===== src/verilog/usr_defines.svh =====
/*
 Constants for the four-bit bidirectional universal shift register.
 Assumes inclusion by bare name from the package and the design file.
*/
`ifndef USR_DEFINES_SVH
`define USR_DEFINES_SVH

`define USR_WIDTH        4
`define USR_FIFO_DEPTH   32
`define USR_FIFO_AW      5
`define USR_STAGE_RESET  4'h0
`define USR_MODE_HOLD    2'h0
`define USR_MODE_RIGHT   2'h1
`define USR_MODE_LEFT    2'h2
`define USR_MODE_LOAD    2'h3

`endif


===== src/verilog/usr_pkg.sv =====
/*
 Types for the universal shift register: mode encoding and input carrier.
 Assumes usr_defines.svh is on the include path.
*/
`include "usr_defines.svh"

package usr_pkg;

    // Mode code is {mode_sel_high, mode_sel_low}
    typedef enum logic [1:0] {
        USR_HOLD  = `USR_MODE_HOLD,
        USR_RIGHT = `USR_MODE_RIGHT,
        USR_LEFT  = `USR_MODE_LEFT,
        USR_LOAD  = `USR_MODE_LOAD
    } usr_mode_e;

    typedef struct packed {
        logic                    mode_sel_high;
        logic                    mode_sel_low;
        logic                    ser_left;
        logic                    ser_right;
        logic [`USR_WIDTH-1:0]   par_data;
    } usr_ctl_s;

endpackage : usr_pkg


===== src/verilog/usr_shift_reg.sv =====
/*
 Four-bit bidirectional universal shift register with a snapshot FIFO.
 Assumes mode, serial and parallel inputs are synchronous to sys_clk_i.
*/
//
// Summary of operation
// - Clear low forces all four stages low at once, independent of clock.
// - Clear high, both mode selects high: load parallel inputs on rising edge.
// - Parallel load takes all four bits together, each into its own stage.
// - Serial inputs are ignored during a parallel load.
// - Apart from clear, stage contents change only on a rising clock edge.
// - Low select high, high select low: shift right each rising edge.
// - Right shift: stage0 takes right serial input, others take lower neighbour.
// - Low select low, high select high: shift left each rising edge.
// - Left shift: stage3 takes left serial input, others take higher neighbour.
// - Both mode selects low: clock edges ignored, stages unchanged.
// - Clear high and no rising edge: every output keeps its previous level.
// - All four stages are presented continuously on parallel outputs.
`timescale 1ns/10ps
`include "usr_defines.svh"

// ==========================================================================
// Snapshot FIFO
module usr_fifo #(
    parameter int WIDTH = `USR_WIDTH,
    parameter int DEPTH = `USR_FIFO_DEPTH,
    parameter int AW    = `USR_FIFO_AW
) (
    input  wire logic             sys_clk_i,
    input  wire logic             sys_rst_i,
    input  wire logic             in_valid_i,
    output logic                  in_ready_o,
    input  wire logic [WIDTH-1:0] in_data_i,
    output logic                  out_valid_o,
    input  wire logic             out_ready_i,
    output logic      [WIDTH-1:0] out_data_o
);
    logic [WIDTH-1:0] mem_reg [DEPTH];
    logic [AW-1:0]    wr_ptr_reg;
    logic [AW-1:0]    rd_ptr_reg;
    logic [AW:0]      count_reg;
    logic [AW:0]      count_next;
    logic             ready_reg;
    logic             push;
    logic             pop;

    assign push       = in_valid_i && ready_reg;
    // Output stage refills when empty or being drained
    assign pop        = (count_reg != '0) && (!out_valid_o || out_ready_i);
    // Ready has a flop of its own so the top output leaves straight from a register
    assign in_ready_o = ready_reg;

    always_comb
    begin
        count_next = count_reg;
        if (push && !pop)
            count_next = count_reg + (AW+1)'(1);
        else if (pop && !push)
            count_next = count_reg - (AW+1)'(1);
    end

    always_ff @(posedge sys_clk_i)
    begin
        if (push)
            mem_reg[wr_ptr_reg] <= in_data_i;
    end

    always_ff @(posedge sys_clk_i)
    begin
        if (sys_rst_i)
        begin
            wr_ptr_reg <= '0;
            rd_ptr_reg <= '0;
            count_reg  <= '0;
            ready_reg  <= 1'b1;
        end
        else
        begin
            if (push)
                wr_ptr_reg <= wr_ptr_reg + AW'(1);
            if (pop)
                rd_ptr_reg <= rd_ptr_reg + AW'(1);
            count_reg <= count_next;
            ready_reg <= (count_next != (AW+1)'(DEPTH));
        end
    end

    always_ff @(posedge sys_clk_i)
    begin
        if (sys_rst_i)
        begin
            out_valid_o <= 1'b0;
            out_data_o  <= '0;
        end
        else if (pop)
        begin
            out_valid_o <= 1'b1;
            out_data_o  <= mem_reg[rd_ptr_reg];
        end
        else if (out_ready_i)
            out_valid_o <= 1'b0;
    end

    // ======================================================================
    // Stream checks
    property p_fifo_hold;
        @(posedge sys_clk_i) disable iff (sys_rst_i)
        (out_valid_o && !out_ready_i) |=> (out_valid_o && $stable(out_data_o));
    endproperty
    a_fifo_hold: assert property (p_fifo_hold) else $error("snapshot changed while stalled");

    property p_fifo_bound;
        @(posedge sys_clk_i) disable iff (sys_rst_i)
        count_reg <= (AW+1)'(DEPTH);
    endproperty
    a_fifo_bound: assert property (p_fifo_bound) else $error("fifo count above depth");
endmodule : usr_fifo

// ==========================================================================
// Shift register top
module usr_shift_reg
    import usr_pkg::*;
(
    input  wire logic                  sys_clk_i,
    input  wire logic                  sys_rst_i,
    input  wire logic                  clear_n_i,
    input  wire usr_ctl_s              ctl_i,
    output logic                       stage0_out_o,
    output logic                       stage1_out_o,
    output logic                       stage2_out_o,
    output logic                       stage3_out_o,
    output logic                       snap_in_ready_o,
    output logic                       snap_valid_o,
    input  wire logic                  snap_ready_i,
    output logic [`USR_WIDTH-1:0]      snap_data_o
);
    logic [`USR_WIDTH-1:0] stage_reg;
    logic [`USR_WIDTH-1:0] stage_next;
    usr_mode_e             mode;
    logic                  snap_push;

    assign mode = usr_mode_e'({ctl_i.mode_sel_high, ctl_i.mode_sel_low});

    // ======================================================================
    // Next stage value
    always_comb
    begin
        stage_next = stage_reg;
        unique case (mode)
            USR_HOLD:  stage_next = stage_reg;
            USR_RIGHT: stage_next = {stage_reg[2:0], ctl_i.ser_right};
            USR_LEFT:  stage_next = {ctl_i.ser_left, stage_reg[3:1]};
            USR_LOAD:  stage_next = ctl_i.par_data;
        endcase
    end

    // ======================================================================
    // Stage flops; clear acts without the clock, so it stays a direct override
    always_ff @(posedge sys_clk_i or negedge clear_n_i)
    begin
        if (!clear_n_i)
            stage_reg <= `USR_STAGE_RESET;
        else if (sys_rst_i)
            stage_reg <= `USR_STAGE_RESET;
        else
            stage_reg <= stage_next;
    end

    assign stage0_out_o = stage_reg[0];
    assign stage1_out_o = stage_reg[1];
    assign stage2_out_o = stage_reg[2];
    assign stage3_out_o = stage_reg[3];

    // ======================================================================
    // Snapshot stream: every load or shift pushes the new contents.
    // A full FIFO drops snapshots rather than stall the register itself.
    assign snap_push = clear_n_i && !sys_rst_i && (mode != USR_HOLD);

    usr_fifo #(
        .WIDTH (`USR_WIDTH),
        .DEPTH (`USR_FIFO_DEPTH),
        .AW    (`USR_FIFO_AW)
    ) u_fifo (
        .sys_clk_i   (sys_clk_i),
        .sys_rst_i   (sys_rst_i),
        .in_valid_i  (snap_push),
        .in_ready_o  (snap_in_ready_o),
        .in_data_i   (stage_next),
        .out_valid_o (snap_valid_o),
        .out_ready_i (snap_ready_i),
        .out_data_o  (snap_data_o)
    );

    // ======================================================================
    // Assertions
    property p_clear;
        @(posedge sys_clk_i) !clear_n_i |-> stage_reg == 4'h0;
    endproperty
    a_clear: assert property (p_clear) else $error("clear did not zero stages");

    property p_clear_hold;
        @(posedge sys_clk_i) disable iff (sys_rst_i)
        !clear_n_i |=> stage_reg == 4'h0;
    endproperty
    a_clear_hold: assert property (p_clear_hold) else $error("edge acted under clear");

    property p_load;
        @(posedge sys_clk_i) disable iff (sys_rst_i)
        (clear_n_i && mode == USR_LOAD) |=> (!clear_n_i || stage_reg == $past(ctl_i.par_data));
    endproperty
    a_load: assert property (p_load) else $error("parallel load wrong");

    property p_load_ends;
        @(posedge sys_clk_i) disable iff (sys_rst_i)
        (clear_n_i && mode == USR_LOAD) |=> (!clear_n_i
            || (stage_reg[0] == $past(ctl_i.par_data[0])
                && stage_reg[3] == $past(ctl_i.par_data[3])));
    endproperty
    a_load_ends: assert property (p_load_ends) else $error("serial data entered on load");

    property p_right;
        @(posedge sys_clk_i) disable iff (sys_rst_i)
        (clear_n_i && mode == USR_RIGHT) |=> (!clear_n_i
            || stage_reg == {$past(stage_reg[2:0]), $past(ctl_i.ser_right)});
    endproperty
    a_right: assert property (p_right) else $error("right shift wrong");

    property p_left;
        @(posedge sys_clk_i) disable iff (sys_rst_i)
        (clear_n_i && mode == USR_LEFT) |=> (!clear_n_i
            || stage_reg == {$past(ctl_i.ser_left), $past(stage_reg[3:1])});
    endproperty
    a_left: assert property (p_left) else $error("left shift wrong");

    property p_hold;
        @(posedge sys_clk_i) disable iff (sys_rst_i)
        (clear_n_i && mode == USR_HOLD) ##1 clear_n_i |-> $stable(stage_reg);
    endproperty
    a_hold: assert property (p_hold) else $error("hold changed stages");

    property p_change_cause;
        @(posedge sys_clk_i) disable iff (sys_rst_i)
        $changed(stage_reg) |-> ($past(mode) != USR_HOLD || stage_reg == 4'h0);
    endproperty
    a_change_cause: assert property (p_change_cause) else $error("stage changed without op");

    property p_outputs;
        @(posedge sys_clk_i)
        {stage3_out_o, stage2_out_o, stage1_out_o, stage0_out_o} == stage_reg;
    endproperty
    a_outputs: assert property (p_outputs) else $error("outputs differ from stages");

    property p_right_entry;
        @(posedge sys_clk_i) disable iff (sys_rst_i)
        (clear_n_i && mode == USR_RIGHT) |=> (!clear_n_i
            || stage0_out_o == $past(ctl_i.ser_right));
    endproperty
    a_right_entry: assert property (p_right_entry) else $error("right serial bit lost");

    property p_left_entry;
        @(posedge sys_clk_i) disable iff (sys_rst_i)
        (clear_n_i && mode == USR_LEFT) |=> (!clear_n_i
            || stage3_out_o == $past(ctl_i.ser_left));
    endproperty
    a_left_entry: assert property (p_left_entry) else $error("left serial bit lost");

    property p_load_pins;
        @(posedge sys_clk_i) disable iff (sys_rst_i)
        (clear_n_i && mode == USR_LOAD) |=> (!clear_n_i
            || {stage3_out_o, stage2_out_o, stage1_out_o, stage0_out_o} == $past(ctl_i.par_data));
    endproperty
    a_load_pins: assert property (p_load_pins) else $error("load bits misplaced");

    property p_clear_pins;
        @(posedge sys_clk_i)
        !clear_n_i |-> {stage3_out_o, stage2_out_o, stage1_out_o, stage0_out_o} == `USR_STAGE_RESET;
    endproperty
    a_clear_pins: assert property (p_clear_pins) else $error("outputs high under clear");

    property p_no_push_in_clear;
        @(posedge sys_clk_i)
        !clear_n_i |-> !snap_push;
    endproperty
    a_no_push_in_clear: assert property (p_no_push_in_clear) else $error("snapshot under clear");

    // ======================================================================
    // Shadow of the contents for the long-hold check; a run of hold edges can
    // last far longer than a sequence may count, so it is counted here
    logic [`USR_WIDTH-1:0] hold_val_reg;
    logic [7:0]            hold_run_reg;

    always_ff @(posedge sys_clk_i)
    begin
        if (sys_rst_i || !clear_n_i)
        begin
            hold_val_reg <= `USR_STAGE_RESET;
            hold_run_reg <= 8'h00;
        end
        else if (mode != USR_HOLD)
        begin
            hold_val_reg <= stage_next;
            hold_run_reg <= 8'h00;
        end
        else if (hold_run_reg != 8'hFF)
            hold_run_reg <= hold_run_reg + 8'h01;
    end

    property p_hold_run;
        @(posedge sys_clk_i) disable iff (sys_rst_i)
        (clear_n_i && hold_run_reg != 8'h00) |-> stage_reg == hold_val_reg;
    endproperty
    a_hold_run: assert property (p_hold_run) else $error("contents drifted during hold");
endmodule : usr_shift_reg


===== config.mk =====
export PLATFORM = sky130hd
export DESIGN_NAME = usr_shift_reg
export DESIGN_NICKNAME = d
export VERILOG_FILES = /design/src/verilog/usr_pkg.sv /design/src/verilog/usr_shift_reg.sv
export VERILOG_INCLUDE_DIRS = /design/src /design/src/verilog
export SDC_FILE = /design/constraint.sdc
export NUM_CORES = 1
export LEC_CHECK = 0
export BUFFER_PORTS_ARGS = -buffer_cell sky130_fd_sc_hd__buf_2
export CORE_UTILIZATION = 40
export CTS_CLUSTER_DIAMETER = 100
export DETAILED_ROUTE_END_ITERATION = 16
export GPL_ROUTABILITY_DRIVEN = 1
export GPL_TIMING_DRIVEN = 1
export PLACE_DENSITY = 0.58
export SETUP_SLACK_MARGIN = 0.02
export SLEW_MARGIN = 30
export SYNTH_ARGS = -nofsm -noshare
export SYNTH_HDL_FRONTEND = slang
export SYNTH_SLANG_ARGS = --single-unit

===== constraint.sdc =====
create_clock -name sys_clk_i -period 2.4 [get_ports sys_clk_i]
set_input_delay 0.36 -clock sys_clk_i [delete_from_list [all_inputs] [get_ports sys_clk_i]]
set_output_delay 0.36 -clock sys_clk_i [all_outputs]
set_load 0.01 [all_outputs]

* Yosys cells after proc, flatten, opt, wreduce, memory -nomap -nowiden
Memories as Yosys holds them, arrays and structs flattened. A register that Yosys moved wholly into a read port is not among the register bits.
Index checks and enable logic that the tools add are counted.
** Word-level totals
- Memories kept :: 1
- Input bits :: 12
- Output and inout bits :: 10
- Memory bits (writable) :: 128
- Logic and storage cells :: 38
- Register bits after elaboration :: 22
** Operators by class
- Mux-type cells :: 8
- Add/subtract/negate cells :: 4
- Reductions and logical operators :: 15
- Equal/unequal tests :: 4
** Memory list
- u_fifo.mem_reg :: depth 32, width 4, rd ports 1, clocked after Yosys merged registers in 1, wr ports 1, RTL line usr_shift_reg.sv:38 : logic [WIDTH-1:0] mem_reg [DEPTH];
** Operators by type and width (count)
- case mux 4 bit (4 select lines) :: 1
- 2-to-1 mux 6 bit :: 2
- adder 5 x 1 -> 5 bit (second input constant) :: 2
- adder 6 x 1 -> 6 bit (second input constant) :: 1
- logical AND 1 bit :: 6
- inequality test 6 bit (second input constant) :: 1
- nonzero test 6 bit :: 1
- subtractor 6 x 1 -> 6 bit (second input constant) :: 1
- == test 2 bit (second input constant) :: 2
- logical NOT 1 bit :: 4
- 2-to-1 mux 1 bit :: 4
- 2-to-1 mux 4 bit :: 1
- nonzero test 2 bit :: 2
- == test 2 x 1 -> 1 bit (second input constant) :: 1
- logical NOT 2 bit :: 1
- logical OR 1 bit :: 1

* Longest topological paths before layout
Gate-level depths: netlist of the first run.
- Word-level depth :: 9
- Depth in mapped cells :: 9

* Modules after synthesis
From an unflattened synthesis of the first run, not the netlist that was laid out.
** Second synthesis, totals
- Cell total of the unflattened synthesis :: 425
- Area total of the unflattened synthesis :: 6553.8 um2
** Modules (own cells, without submodules)
- usr_fifo :: instances 1, seq. area each 4284.1 um2, cells each 411, area an instance 6317.3 um2
- usr_shift_reg :: instances 1, seq. area each 100.1 um2, cells each 14, area an instance 236.5 um2

* Least setup slack after synthesis of the first run
OpenSTA, ideal clock, no wires.
- Kind :: register to register
- Start :: register u_fifo.ready_reg (netlist: u_fifo.in_ready_o)
- End :: memory u_fifo.mem_reg[30][0] in the netlist's numbering, enable pin
- Setup slack :: 0.732 ns
- Stages on the path, launching flop included :: 6
- Data required time :: 2.071 ns
- Library setup time :: 0.329 ns
- Path buffers :: 1
- Arrival time :: 1.338 ns
- Cells stage by stage :: dfxtp_1 > o211ai_2 > buf_4 > nor2_2 > nand2_1 > nor2_1
** On the way
- Longest elaborated chain between the ends :: 3
** RTL lines
- start: declaration :: RTL line usr_shift_reg.sv:43 : logic ready_reg;
- start signal: assignment :: RTL line usr_shift_reg.sv:84 : ready_reg <= (count_next != (AW+1)'(DEPTH));
- logical AND 1 bit :: RTL line usr_shift_reg.sv:47 : assign push = in_valid_i && ready_reg;
- 2-to-1 mux 1 bit :: RTL line usr_shift_reg.sv:64 : if (push)
- 2-to-1 mux 1 bit (implied by the code) :: RTL line usr_shift_reg.sv:65 : mem_reg[wr_ptr_reg] <= in_data_i;
- end: declaration :: RTL line usr_shift_reg.sv:38
No other way between the ends.

* Worst setup path in the final report of the first run
- Start :: input clear_n_i
- End :: memory u_fifo.mem_reg[14][1] in the netlist's numbering, enable pin
** On the way
- Longest elaborated chain between the ends :: 5
** RTL lines
- start: declaration :: RTL line usr_shift_reg.sv:126 : input wire logic clear_n_i,
- logical AND 1 bit (2 in series) :: RTL line usr_shift_reg.sv:177 : assign snap_push = clear_n_i && !sys_rst_i && (mode != USR_HOLD);
- logical AND 1 bit :: RTL line usr_shift_reg.sv:47
- 2-to-1 mux 1 bit :: RTL line usr_shift_reg.sv:64
- 2-to-1 mux 1 bit (implied by the code) :: RTL line usr_shift_reg.sv:65
No other way between the ends.

==> summary.txt, run 1 <==
Detailed routing
  • Antenna-violating nets left: 0
  • 1st-pass router iterations: 4
  • Residual DRC count: 0
  • WL final: between 10000 and 15000 um
  • DRT iter0 DRCs: roughly 260
  • Vias/cell: approximately 5.4
  • Via Count: about 3800
  • WL/cell: a little under 20 um

Global routing
  • Initial antenna violation count: 0
  • Grt ovf: 0
  • Largest net degree at the start of global routing: 34
  • First-pass GRT wire length: around 22000 um
  • GRT Resource Usage Total: between 10% and 20%
  • Vias in the first global route: 3940

Timing
  • Final Max Slew Viols: 0
  • Max Fclk: between 0.4 and 0.5 GHz
  • Clock Skews: approximately 8.5 ps
  • Final setup viols: 0
  • RSZ-0062 raised after global routing: false
  • Slew Limit Headroom: about 52%
  • Tightest Pin Transition: 721 ps
  • Final TNS setup: 0 ps
  • Worst setup margin: roughly 210 ps
  • Tmin final: about 2200 ps
  • Final period util: between 90% and 100%
  • Hold Violations, Final: 0
  • Min Hold Slack: 267 ps

Floorplan
  • Die H: approximately 130 um
  • Die area: around 17000 sq um
  • Die width: 130 um
  • FP Rows: 46
  • Area of the core: 16000 sq um
  • IO Count: 22
  • Initial Util: about two fifths

Synth
  • Synth Area in Adders: between 1 and 1.5%
  • Largest family of logic cells by synthesized area: multiplexers
  • Number of synthesized register bits: approximately 150
  • Seq/Total Area, Yosys: between 60% and 70%
  • Synth Area in Simple Gates: 10.1%
  • Synth Area in Compound Gates: slightly above 6%
  • Most instantiated library cell after synthesis: edfxtp_1
  • Async SR Flop Fraction: 2.60%
  • Multiplexer share of the synthesized area: between 10% and 20%
  • EDFF count, synth: roughly 130
  • Post-synthesis cell type count: 52
  • Synth cell count leaders: edfxtp_1, nor2_1, mux2i_1, nand2_1, dfxtp_1
  • Syn Nets: around 460
  • Area share of the largest cell type after synthesis: between 50% and 60%
  • Netlist Area Pre-Place: 6600 sq um
  • Warnings, synthesis: 0
  • Cell taking the most area after synthesis: edfxtp_1
  • Synth Flop Type: edfxtp_1
  • Synth top area cells: edfxtp_1, dfxtp_1, mux4_2
  • Synth Area in XOR/XNOR: between 1 and 1.5%
  • Synthesized area per cell: 14.9 sq um
  • Cells after Synth: around 440

Power and ir drop
  • Lkg Pwr: around 2.5 nW
  • Power Density: roughly 1000 nW/um^2
  • Reg power frac: 40.8%
  • P_sw: 0.00226 W
  • Worst vdd ir: just under 0.6 mV
  • Part of the power in combinational logic: about a quarter
  • Total chip power: 0.00790 W
  • Sw Share: 28.6%
  • Clk pwr share: 34.9%
  • Internal: roughly 0.0056 W

CTS
  • CTS tree: yes
  • CTS root buffer: clkbuf_16
  • CTS buffer count: 17
  • Post-CTS setup repair buffer count: 0
  • Worst-Skew Late Latency: about 420 ps
  • CTS Hold Buffers Added: 1
  • Post-cts resize count: 0
  • H-tree levels: 4
  • Clock transition at path regs: about 60 ps
  • Clock buffer depth: 2
  • Clock sink total: between 150 and 200

Placed design
  • Count of input and output buffers: 21
  • GPL Wtd Cong: about 0.8
  • Worst slack, placed: approximately 290 ps
  • Placed Area: about 7000 sq um
  • Hpwl dp: between 9000 and 10000 um

Setup path
  • Critical Path Fanout Max: 8
  • Worst EP required: 2480 ps
  • CP arrival: around 2300 ps
  • Critical Path End Type: flop
  • Setup crit start kind: input port
  • Kind of critical path: input port to flop

Flow run
  • MaxCap Viol Count: 0

Cells and area
  • Area of the multi-input gates: between 2000 and 2500 sq um
  • Fin area: between 7000 and 8000 sq um
  • Fillers: 1445
  • Layout Nets: approximately 500
  • # diodes: 0
  • Register area: approximately 4400 sq um
  • Layout cell share with drive strength beyond 1: approximately a fifth
  • Largest register FFs: 128
  • P&R area growth vs syn: 15.1%

Outcome
  • Status: finished, final reports clean

Worst hold path
  • Hold Crit Class: input port to flop
[worst paths after layout]
path | start | to | slack (ps) | depth (start not counted)
min in group asynchronous | clear_n_i | stage_reg[0] | 290 | 2
max in group asynchronous | clear_n_i | stage_reg[3] | 1980 | 2
worst min register to register | u_fifo.out_data_o[1] | u_fifo.out_data_o[1] | 460 | 2
worst max-delay path | clear_n_i | u_fifo.mem_reg[14][1] | 210 | 6
worst min-delay path | sys_rst_i | u_fifo.wr_ptr_reg[0] | 270 | 2
worst max register to register | u_fifo.rd_ptr_reg[3] | u_fifo.out_data_o[1] | 410 | 7
[critical path, stage by stage]
cell and delay [ps]:
dlygate4sd3_1 520, buf_2 170, o211ai_2 130, nor2_2 300, nand2_1 350, nor2_1 440
[power by group through the flow]
| stage | combinational, W | clock (W) | sequential, W |
|---|---|---|---|
| 2_1_floorplan | 0.00150 | 0 | 0.00324 |
| 3_3_place_gp | 0.00191 | 0 | 0.00328 |
| 3_5_place_dp | 0.00193 | 0 | 0.00328 |
| 4_1_cts | 0.00194 | 0.00279 | 0.00323 |
| 5_1_grt | 0.00212 | 0.00289 | 0.00325 |
| 6_report | 0.00192 | 0.00276 | 0.00323 |
[cells in the final DEF, fill, tap and decap left out, types with 4 or more instances in the layout]
cell / instances
nand4_1: 5
nand3_1: 15
nand3b_1: 4
bufinv_16: 4
buf_4: 15
inv_1: 6
a211oi_1: 10
ha_1: 7
clkbuf_16: 17
xnor2_1: 6
mux2i_1: 30
xor2_1: 4
nor2_1: 53
nand2_1: 24
o22ai_1: 5
mux4_2: 18
edfxtp_1: 128
a31oi_1: 6
a21oi_1: 11
o221ai_1: 4
dfrtp_1: 4
buf_2: 21
dfxtp_1: 21
nor2b_1: 12
[logic make-up (layout without fill, tap and decap cells)]
logic type | count (synthesis) | in the layout
flip-flops | 154 | 154
AND/OR/NAND/NOR | 132 | 132
AO/OA/AOI/OAI | 57 | 57
multiplexers | 52 | 52
buffers and inverters | 30 | 76
XOR/XNOR | 10 | 10
adder cells (fa/ha/maj) | 7 | 7
[per-stage QoR]
stage                     cells  utilization [%]
after floorplan             442                -
final                       704             47.5
after detailed placement    672             43.6
after global placement      672             43.6
after global routing        704             47.5
after CTS                   704             47.5
[area by class of cell]
| cell class | count | share of cell area (%) |
|---|---|---|
| flip-flops and latches | 154 | 57.8 |
| clock buffers | 19 | 5.70 |
| well taps | 216 | 3.56 |
| inverters | 6 | 0.297 |
| clock inverters | 12 | 2.29 |
| repair buffers | 39 | 3.53 |
| multi-input cells | 258 | 26.9 |
[per-layer routing]
metal	track usage, %	routed length [um]	vias to the layer above
li1	-	-	1768
met1	23.7	6140	1877
met2	29.2	6600	125
met3	4.07	733	23
met4	7.98	355	0
met5	0	0	-
No activity file was read; power rests on OpenSTA's default activity.
==> run 2: changes to the inputs <==
Settings changed: SYNTH_HIERARCHICAL set to 1.
==> summary.txt, run 2 <==
Timing
  • Max Fclk: 0.490 GHz (+7.1%)
  • Final TNS setup: 0 ps (unchanged)
  • Tmin final: 2040 ps (-144 ps)
  • Final period util: 85.1% (-6.0 points)
  • Clock Skews: 10.5 ps (+2.00 ps)
  • Worst setup margin: 357 ps (+144 ps)
  • Slew Limit Headroom: 50.0% (-2.0 points)
  • Final Max Slew Viols: 0 (unchanged)
  • Final setup viols: 0 (unchanged)
  • Hold Violations, Final: 0 (unchanged)
  • RSZ-0062 raised after global routing: false
  • Tightest Pin Transition: 751 ps (+29.9 ps)

Floorplan
  • Die area: 16900 sq um (-0.62%)
  • Area of the core: 15900 sq um (-0.36%)
  • Die H: 130 um (-0.31%)
  • FP Rows: 46 (unchanged)
  • Initial Util: 41.1% (-0.11 points)
  • Die width: 130 um (-0.31%)
  • IO Count: 22 (unchanged)

Cells and area
  • Register area: 4390 sq um (about the same)
  • Most common cell after layout, fill and taps aside: edfxtp_1
  • # diodes: 0 (unchanged)
  • Most frequent cells in the layout: edfxtp_1, nor2_1, mux2i_1
  • Fin util: 47.7% (+0.24 points)
  • Largest register FFs: 128 (unchanged)
  • P&R area growth vs syn: 16.0%
  • Layout Nets: 481 (-2.8%)
  • Layout cell share with drive strength beyond 1: 22.1% (+2.4 points)
  • Finished Layout Cells: 691 (-1.8%)
  • Fillers: 1397 (-3.3%)
  • Area of the multi-input gates: 2040 sq um (-0.18%)

Setup path
  • Critical Path End Type: flop
  • Worst EP required: 2690 ps (+210 ps)
  • Reg-to-reg critical path endpoint: u_fifo/in_ready_o
  • CP Buf/Inv Count: 1 (-1)
  • Worst R2R Path Depth: 7 (unchanged)
  • RR Startpoint: u_fifo/count_reg[0]
  • Reg2reg setup slack: 360 ps (-50 ps)
  • Worst path cell trace: inv_1, ha_1, nand2b_1, o21ai_0, mux2i_1, xor2_1, o2111ai_1
  • Kind of critical path: flop to flop
  • CP max stage cell: dfxtp_1
  • Critical Path Max Stage Delay: 480 ps (-40 ps)
  • Critical Path Fanout Max: 7 (-1)
  • Setup crit start kind: flop
  • CP arrival: 2330 ps (+70 ps)
  • Crit path max-delay family: flip-flops

Synth
  • Syn Nets: 444 (-3.7%)
  • Number of synthesized register bits: 154 (unchanged)
  • Synth top area cells: edfxtp_1, mux4_2, dfxtp_1
  • Seq/Total Area, Yosys: 66.9% (+0.42 points)
  • Netlist Area Pre-Place: 6550 sq um (-0.63%)
  • Warnings, synthesis: 6 (+6)
  • EDFF count, synth: 128 (unchanged)
  • Largest family of logic cells by synthesized area: multiplexers
  • Synth Area in Simple Gates: 9.45% (-0.62 points)
  • Synth cell count leaders: edfxtp_1, nor2_1, mux2i_1, mux4_2, dfxtp_1
  • Multiplexer share of the synthesized area: 13.1% (+1.0 points)
  • Synth Area in Compound Gates: 5.38% (-0.74 points)
  • Post-synthesis cell type count: 55 (+5.8%)
  • Cell taking the most area after synthesis: edfxtp_1
  • Most instantiated library cell after synthesis: edfxtp_1
  • Synth Area in Adders: 1.64% (+0.31 points)
  • Synthesized area per cell: 15.4 sq um (+3.3%)
  • Cells after Synth: 425 (-3.8%)
  • Synth Area in XOR/XNOR: 1.47% (+0.14 points)
  • Area share of the largest cell type after synthesis: 58.6% (+0.37 points)
  • Async SR Flop Fraction: 2.60% (unchanged)
  • Synth Flop Type: edfxtp_1

Detailed routing
  • 1st-pass router iterations: 4 (unchanged)
  • Antenna-violating nets left: 0 (unchanged)
  • Via Count: 3699 (-2.5%)
  • Wire length on met1: 6270 um (+2.1%)
  • WL/cell: 20.4 um (+3.8%)
  • Met3 wire len: 677 um (-7.6%)
  • Vias/cell: 5.35 (-0.64%)
  • WL final: 14100 um (+1.8%)
  • Residual DRC count: 0 (unchanged)
  • Top sig layer: met4
  • DRT iter0 DRCs: 267 (+1.5%)
  • WL met2: 6920 um (+4.8%)

Flow run
  • MaxCap Viol Count: 0 (unchanged)

CTS
  • H-tree levels: 4 (unchanged)
  • CTS root buffer: clkbuf_16
  • CTS buffer count: 17 (unchanged)
  • Clock buffer depth: 2 (unchanged)
  • Worst-Skew Late Latency: 410 ps (about the same)
  • CTS tree: yes
  • Clock transition at path regs: 60 ps (about the same)
  • Clock sink total: 154 (unchanged)

Placed design
  • GPL Wtd Cong: 0.806 (+2.0%)
  • Worst slack, placed: 75.4 ps (-212 ps)
  • Count of input and output buffers: 21 (unchanged)
  • Placed cell count: 658 (-2.1%)
  • Hpwl dp: 9230 um (+0.80%)

Power and ir drop
  • Power Density: 1020 nW/um^2 (-2.0%)
  • Worst vdd ir: 0.539 mV (-9.8%)
  • Lkg Pwr: 2.54 nW (+1.8%)
  • Total chip power: 0.00776 W (-1.8%)

Outcome
  • Status: finished, final reports clean

Global routing
  • Initial antenna violation count: 0 (unchanged)
  • GRT Resource Usage Total: 18.3% (+0.20 points)
  • Largest net degree at the start of global routing: 34 (unchanged)
  • Vias in the first global route: 3772 (-4.3%)
  • First-pass GRT wire length: 21800 um (-0.50%)
  • Grt ovf: 0 (unchanged)

Worst hold path
  • Hold Crit Class: input port to asynchronous set/reset pin
==> run 2: kinds of logic (layout without fill, tap and decap cells) <==
| kind of cell | count (synthesis) | in the layout |
|---|---|---|
| AOI/OAI and AO/OA | 45 | 45 |
| adders and majority gates | 9 | 9 |
| buffers and inverters | 28 | 78 |
| DFF | 154 | 154 |
| muxes | 57 | 57 |
| xor gates and xnor gates | 11 | 11 |
| and+or+nand+nor | 121 | 121 |
==> run 2: area by class of cell <==
class	count	area share, %
Clock inverter	11	1.88
Multi-Input combinational cell	243	26.8
Inverter	6	0.296
Sequential cell	154	57.7
Tap cell	216	3.55
Timing Repair Buffer	40	3.62
Clock buffer	21	6.19
==> run 2: layer usage <==
| layer | up-vias | track usage, % |
|---|---|---|
| met5 | - | 0 |
| met4 | 0 | 6.84 |
| met3 | 16 | 4.80 |
| met2 | 77 | 29.1 |
| met1 | 1878 | 24.2 |
| li1 | 1728 | - |
==> run 2: worst max path at each step <==
stage | endpoint | slack [ps] | depth (start not counted) | startpoint
5_1_grt | u_fifo/mem_reg[18][1] | 230 | 3 | u_fifo/in_ready_o
6_report | u_fifo/in_ready_o | 360 | 7 | u_fifo/count_reg[0]
2_1_floorplan | u_fifo/mem_reg[23][0] | 180 | 6 | ctl_i[6]
3_3_place_gp | u_fifo/in_ready_o | 140 | 9 | ctl_i[7]
4_1_cts | u_fifo/out_data_o[2] | 370 | 7 | u_fifo/rd_ptr_reg[0]
3_5_place_dp | u_fifo/mem_reg[18][0] | 80 | 6 | ctl_i[7]
==> run 2: report_power, final <==
part	total, W	internal, W	switching, W	leakage, nW
logic	0.00186	0.000856	0.00100	0.840
clock network	0.00272	0.00172	0.00101	0.299
registers	0.00318	0.00305	0.000125	1.40
==> run 2: per-stage QoR <==
| step | hold WS, ps | area, sq um |
|---|---|---|
| 6_report | 315 | 7600 |
| 5_1_grt | 309 | 7600 |
| 4_1_cts | 296 | 7600 |
| 3_5_place_dp | 172 | 6980 |
| 3_3_place_gp | 168 | 6980 |
| 2_1_floorplan | 64.4 | 6550 |
==> run 2: repair_timing <==
action | CTS | global route
endpoints found under the hold margin | 4 | 0
endpoints found under the setup margin | 0 | 0
setup buffers | 0 | 0
hold buffers | 1 | 0
gates resized for setup | 0 | 0
==> run 2: worst reg2reg max path, cell delays in order, from the launching register on <==
cell and delay (ps):
dfxtp_1 480, inv_1 100, ha_1 220, nand2b_1 250
o21ai_0 230, mux2i_1 260, xor2_1 240, o2111ai_1 130
==> run 3: changes to the inputs <==
Settings changed: CORE_UTILIZATION 40 to 31, PLACE_DENSITY 0.58 to 0.49.
==> summary.txt, run 3 (same netlist as run 2, synthesis figures left out) <==
Detailed routing
  • WL final: 14700 um (+4.0%)
  • 1st-pass router iterations: 4 (unchanged)
  • Vias/cell: 4.97 (-7.1%)
  • Antenna-violating nets left: 0 (unchanged)
  • Residual DRC count: 0 (unchanged)
  • DRT iter0 DRCs: 230 (-14%)
  • WL/cell: 19.5 um (-4.2%)
  • Via Count: 3730 (+0.84%)

Setup path
  • Critical Path Fanout Max: 12 (+5)
  • Most used cell, CP: o22ai_1
  • Reg-to-reg critical path endpoint: u_fifo/out_data_o[1]
  • Critical Path End Type: flop
  • CP arrival: 2410 ps (+80 ps)
  • Critical Path Start: u_fifo/rd_ptr_reg[1]
  • Critical Path Max Stage Delay: 600 ps (+120 ps)
  • Worst EP required: 2700 ps (about the same)
  • Setup crit start kind: flop
  • Reg2reg setup slack: 290 ps (-70 ps)
  • CP max stage cell: dfxtp_2
  • RR Startpoint: u_fifo/rd_ptr_reg[1]
  • Worst R2R Path Depth: 6 (-1)
  • Kind of critical path: flop to flop
  • Critical Path Sink: u_fifo/out_data_o[1]
  • Worst path cell trace: buf_4, nand3b_1, o22ai_1, a211o_1, o2bb2ai_1, o22ai_1

Global routing
  • Largest net degree at the start of global routing: 34 (unchanged)
  • Grt ovf: 0 (unchanged)
  • GRT Resource Usage Total: 14.4% (-4.0 points)
  • Vias in the first global route: 3860 (+2.3%)
  • First-pass GRT wire length: 22700 um (+4.0%)
  • Initial antenna violation count: 0 (unchanged)

CTS
  • Post-cts resize count: 0 (unchanged)
  • Clock sink total: 154 (unchanged)
  • CTS buffer count: 17 (unchanged)
  • H-tree levels: 4 (unchanged)
  • CTS tree: yes
  • Clock transition at path regs: 60 ps (about the same)
  • CTS root buffer: clkbuf_16
  • CTS Hold Buffers Added: 1 (unchanged)
  • Post-CTS setup repair buffer count: 0 (unchanged)
  • Worst-Skew Late Latency: 420 ps (about the same)
  • Clock buffer depth: 2 (unchanged)

Timing
  • Hold Violations, Final: 0 (unchanged)
  • Min Hold Slack: 295 ps (-19.6 ps)
  • Final setup viols: 0 (unchanged)
  • Tmin final: 2110 ps (+69.0 ps)
  • Clock Skews: 7.98 ps (-2.54 ps)
  • RSZ-0062 raised after global routing: false
  • Max Fclk: 0.474 GHz (-3.3%)
  • Final Max Slew Viols: 0 (unchanged)
  • Slew Limit Headroom: 47.2% (-2.7 points)
  • Final TNS setup: 0 ps (unchanged)
  • Tightest Pin Transition: 792 ps (+40.9 ps)
  • Final period util: 88.0% (+2.9 points)
  • Worst setup margin: 288 ps (-69.0 ps)

Power and ir drop
  • Worst vdd ir: 0.500 mV (-7.2%)
  • Power Density: 1000 nW/um^2 (-2.0%)
  • Lkg Pwr: 2.55 nW (+0.19%)

Cells and area
  • Most frequent cells in the layout: edfxtp_1, nor2_1, mux2i_1
  • Most common cell after layout, fill and taps aside: edfxtp_1
  • Largest register FFs: 128 (unchanged)
  • P&R area growth vs syn: 17.0%
  • Layout Nets: 486 (+1.0%)
  • Layout cell share with drive strength beyond 1: 22.7% (+0.60 points)
  • # diodes: 0 (unchanged)

Floorplan
  • Area of the core: 20500 sq um (+29%)
  • Die H: 147 um (+13%)
  • IO Count: 22 (unchanged)
  • Die width: 147 um (+13%)
  • FP Rows: 52 (+13%)
  • Die area: 21700 sq um (+29%)
  • Initial Util: 32.0% (-9.1 points)

Placed design
  • Worst slack, placed: 108 ps (+32.1 ps)
  • Count of input and output buffers: 21 (unchanged)
  • Hpwl dp: 9600 um (+4.0%)
  • GPL Wtd Cong: 0.777 (-3.7%)

Worst hold path
  • Hold Crit Class: input port to asynchronous set/reset pin

Outcome
  • Status: finished, final reports clean

Flow run
  • MaxCap Viol Count: 0 (unchanged)
-- run 3: routing by layer --
| metal | routed length [um] | up-vias | track usage, % |
|---|---|---|---|
| met3 | 417 | 11 | 3.52 |
| met5 | 0 | - | 0 |
| met1 | 6820 | 1934 | 19.0 |
| met4 | 138 | 0 | 4.02 |
| li1 | - | 1725 | - |
| met2 | 7270 | 60 | 23.5 |
-- run 3: through the flow --
step                      total power [W]  cells  instance area (sq um)  util (%)
final                             0.00767    750                   7670      37.4
after global routing              0.00799    750                   7670      37.4
after CTS                         0.00773    750                   7670      37.4
after detailed placement          0.00511    717                   7090      34.6
after global placement            0.00509    717                   7090      34.6
after floorplan                   0.00458    425                   6550         -
-- run 3: where the power goes --
part | switching, W | leakage [nW] | internal (W)
sequential | 0.000166 | 1.40 | 0.00305
combinational | 0.000993 | 0.866 | 0.000845
clock | 0.00108 | 0.278 | 0.00153
-- run 3: how the worst min path moves through the flow --
| stage | depth (start not counted) | start | slack, ps | to |
|---|---|---|---|---|
| after CTS | 2 | clear_n_i | 280 | stage_reg[1] |
| final | 2 | clear_n_i | 300 | stage_reg[1] |
| after floorplan | 0 | clear_n_i | 60 | stage_reg[0] |
| after global placement | 1 | clear_n_i | 170 | stage_reg[0] |
| after detailed placement | 1 | clear_n_i | 170 | stage_reg[3] |
| after global routing | 2 | clear_n_i | 320 | stage_reg[1] |
-- run 3: critical path, delay by kind of cell, from the launching register on --
kind / cells / cell delay (ps)
DFF: 1 / 600
buffers and inverters: 1 / 280
and+or+nand+nor: 1 / 280
AOI/OAI and AO/OA: 4 / 830
-- run 3: cell type report --
cell class | instances | area, sq um
Fill cell | 1946 | 12800
Sequential cell | 154 | 4390
Multi-Input combinational cell | 243 | 2040
Clock buffer | 18 | 429
Tap cell | 270 | 338
Timing Repair Buffer | 45 | 313
Clock inverter | 14 | 146
Inverter | 6 | 22.5
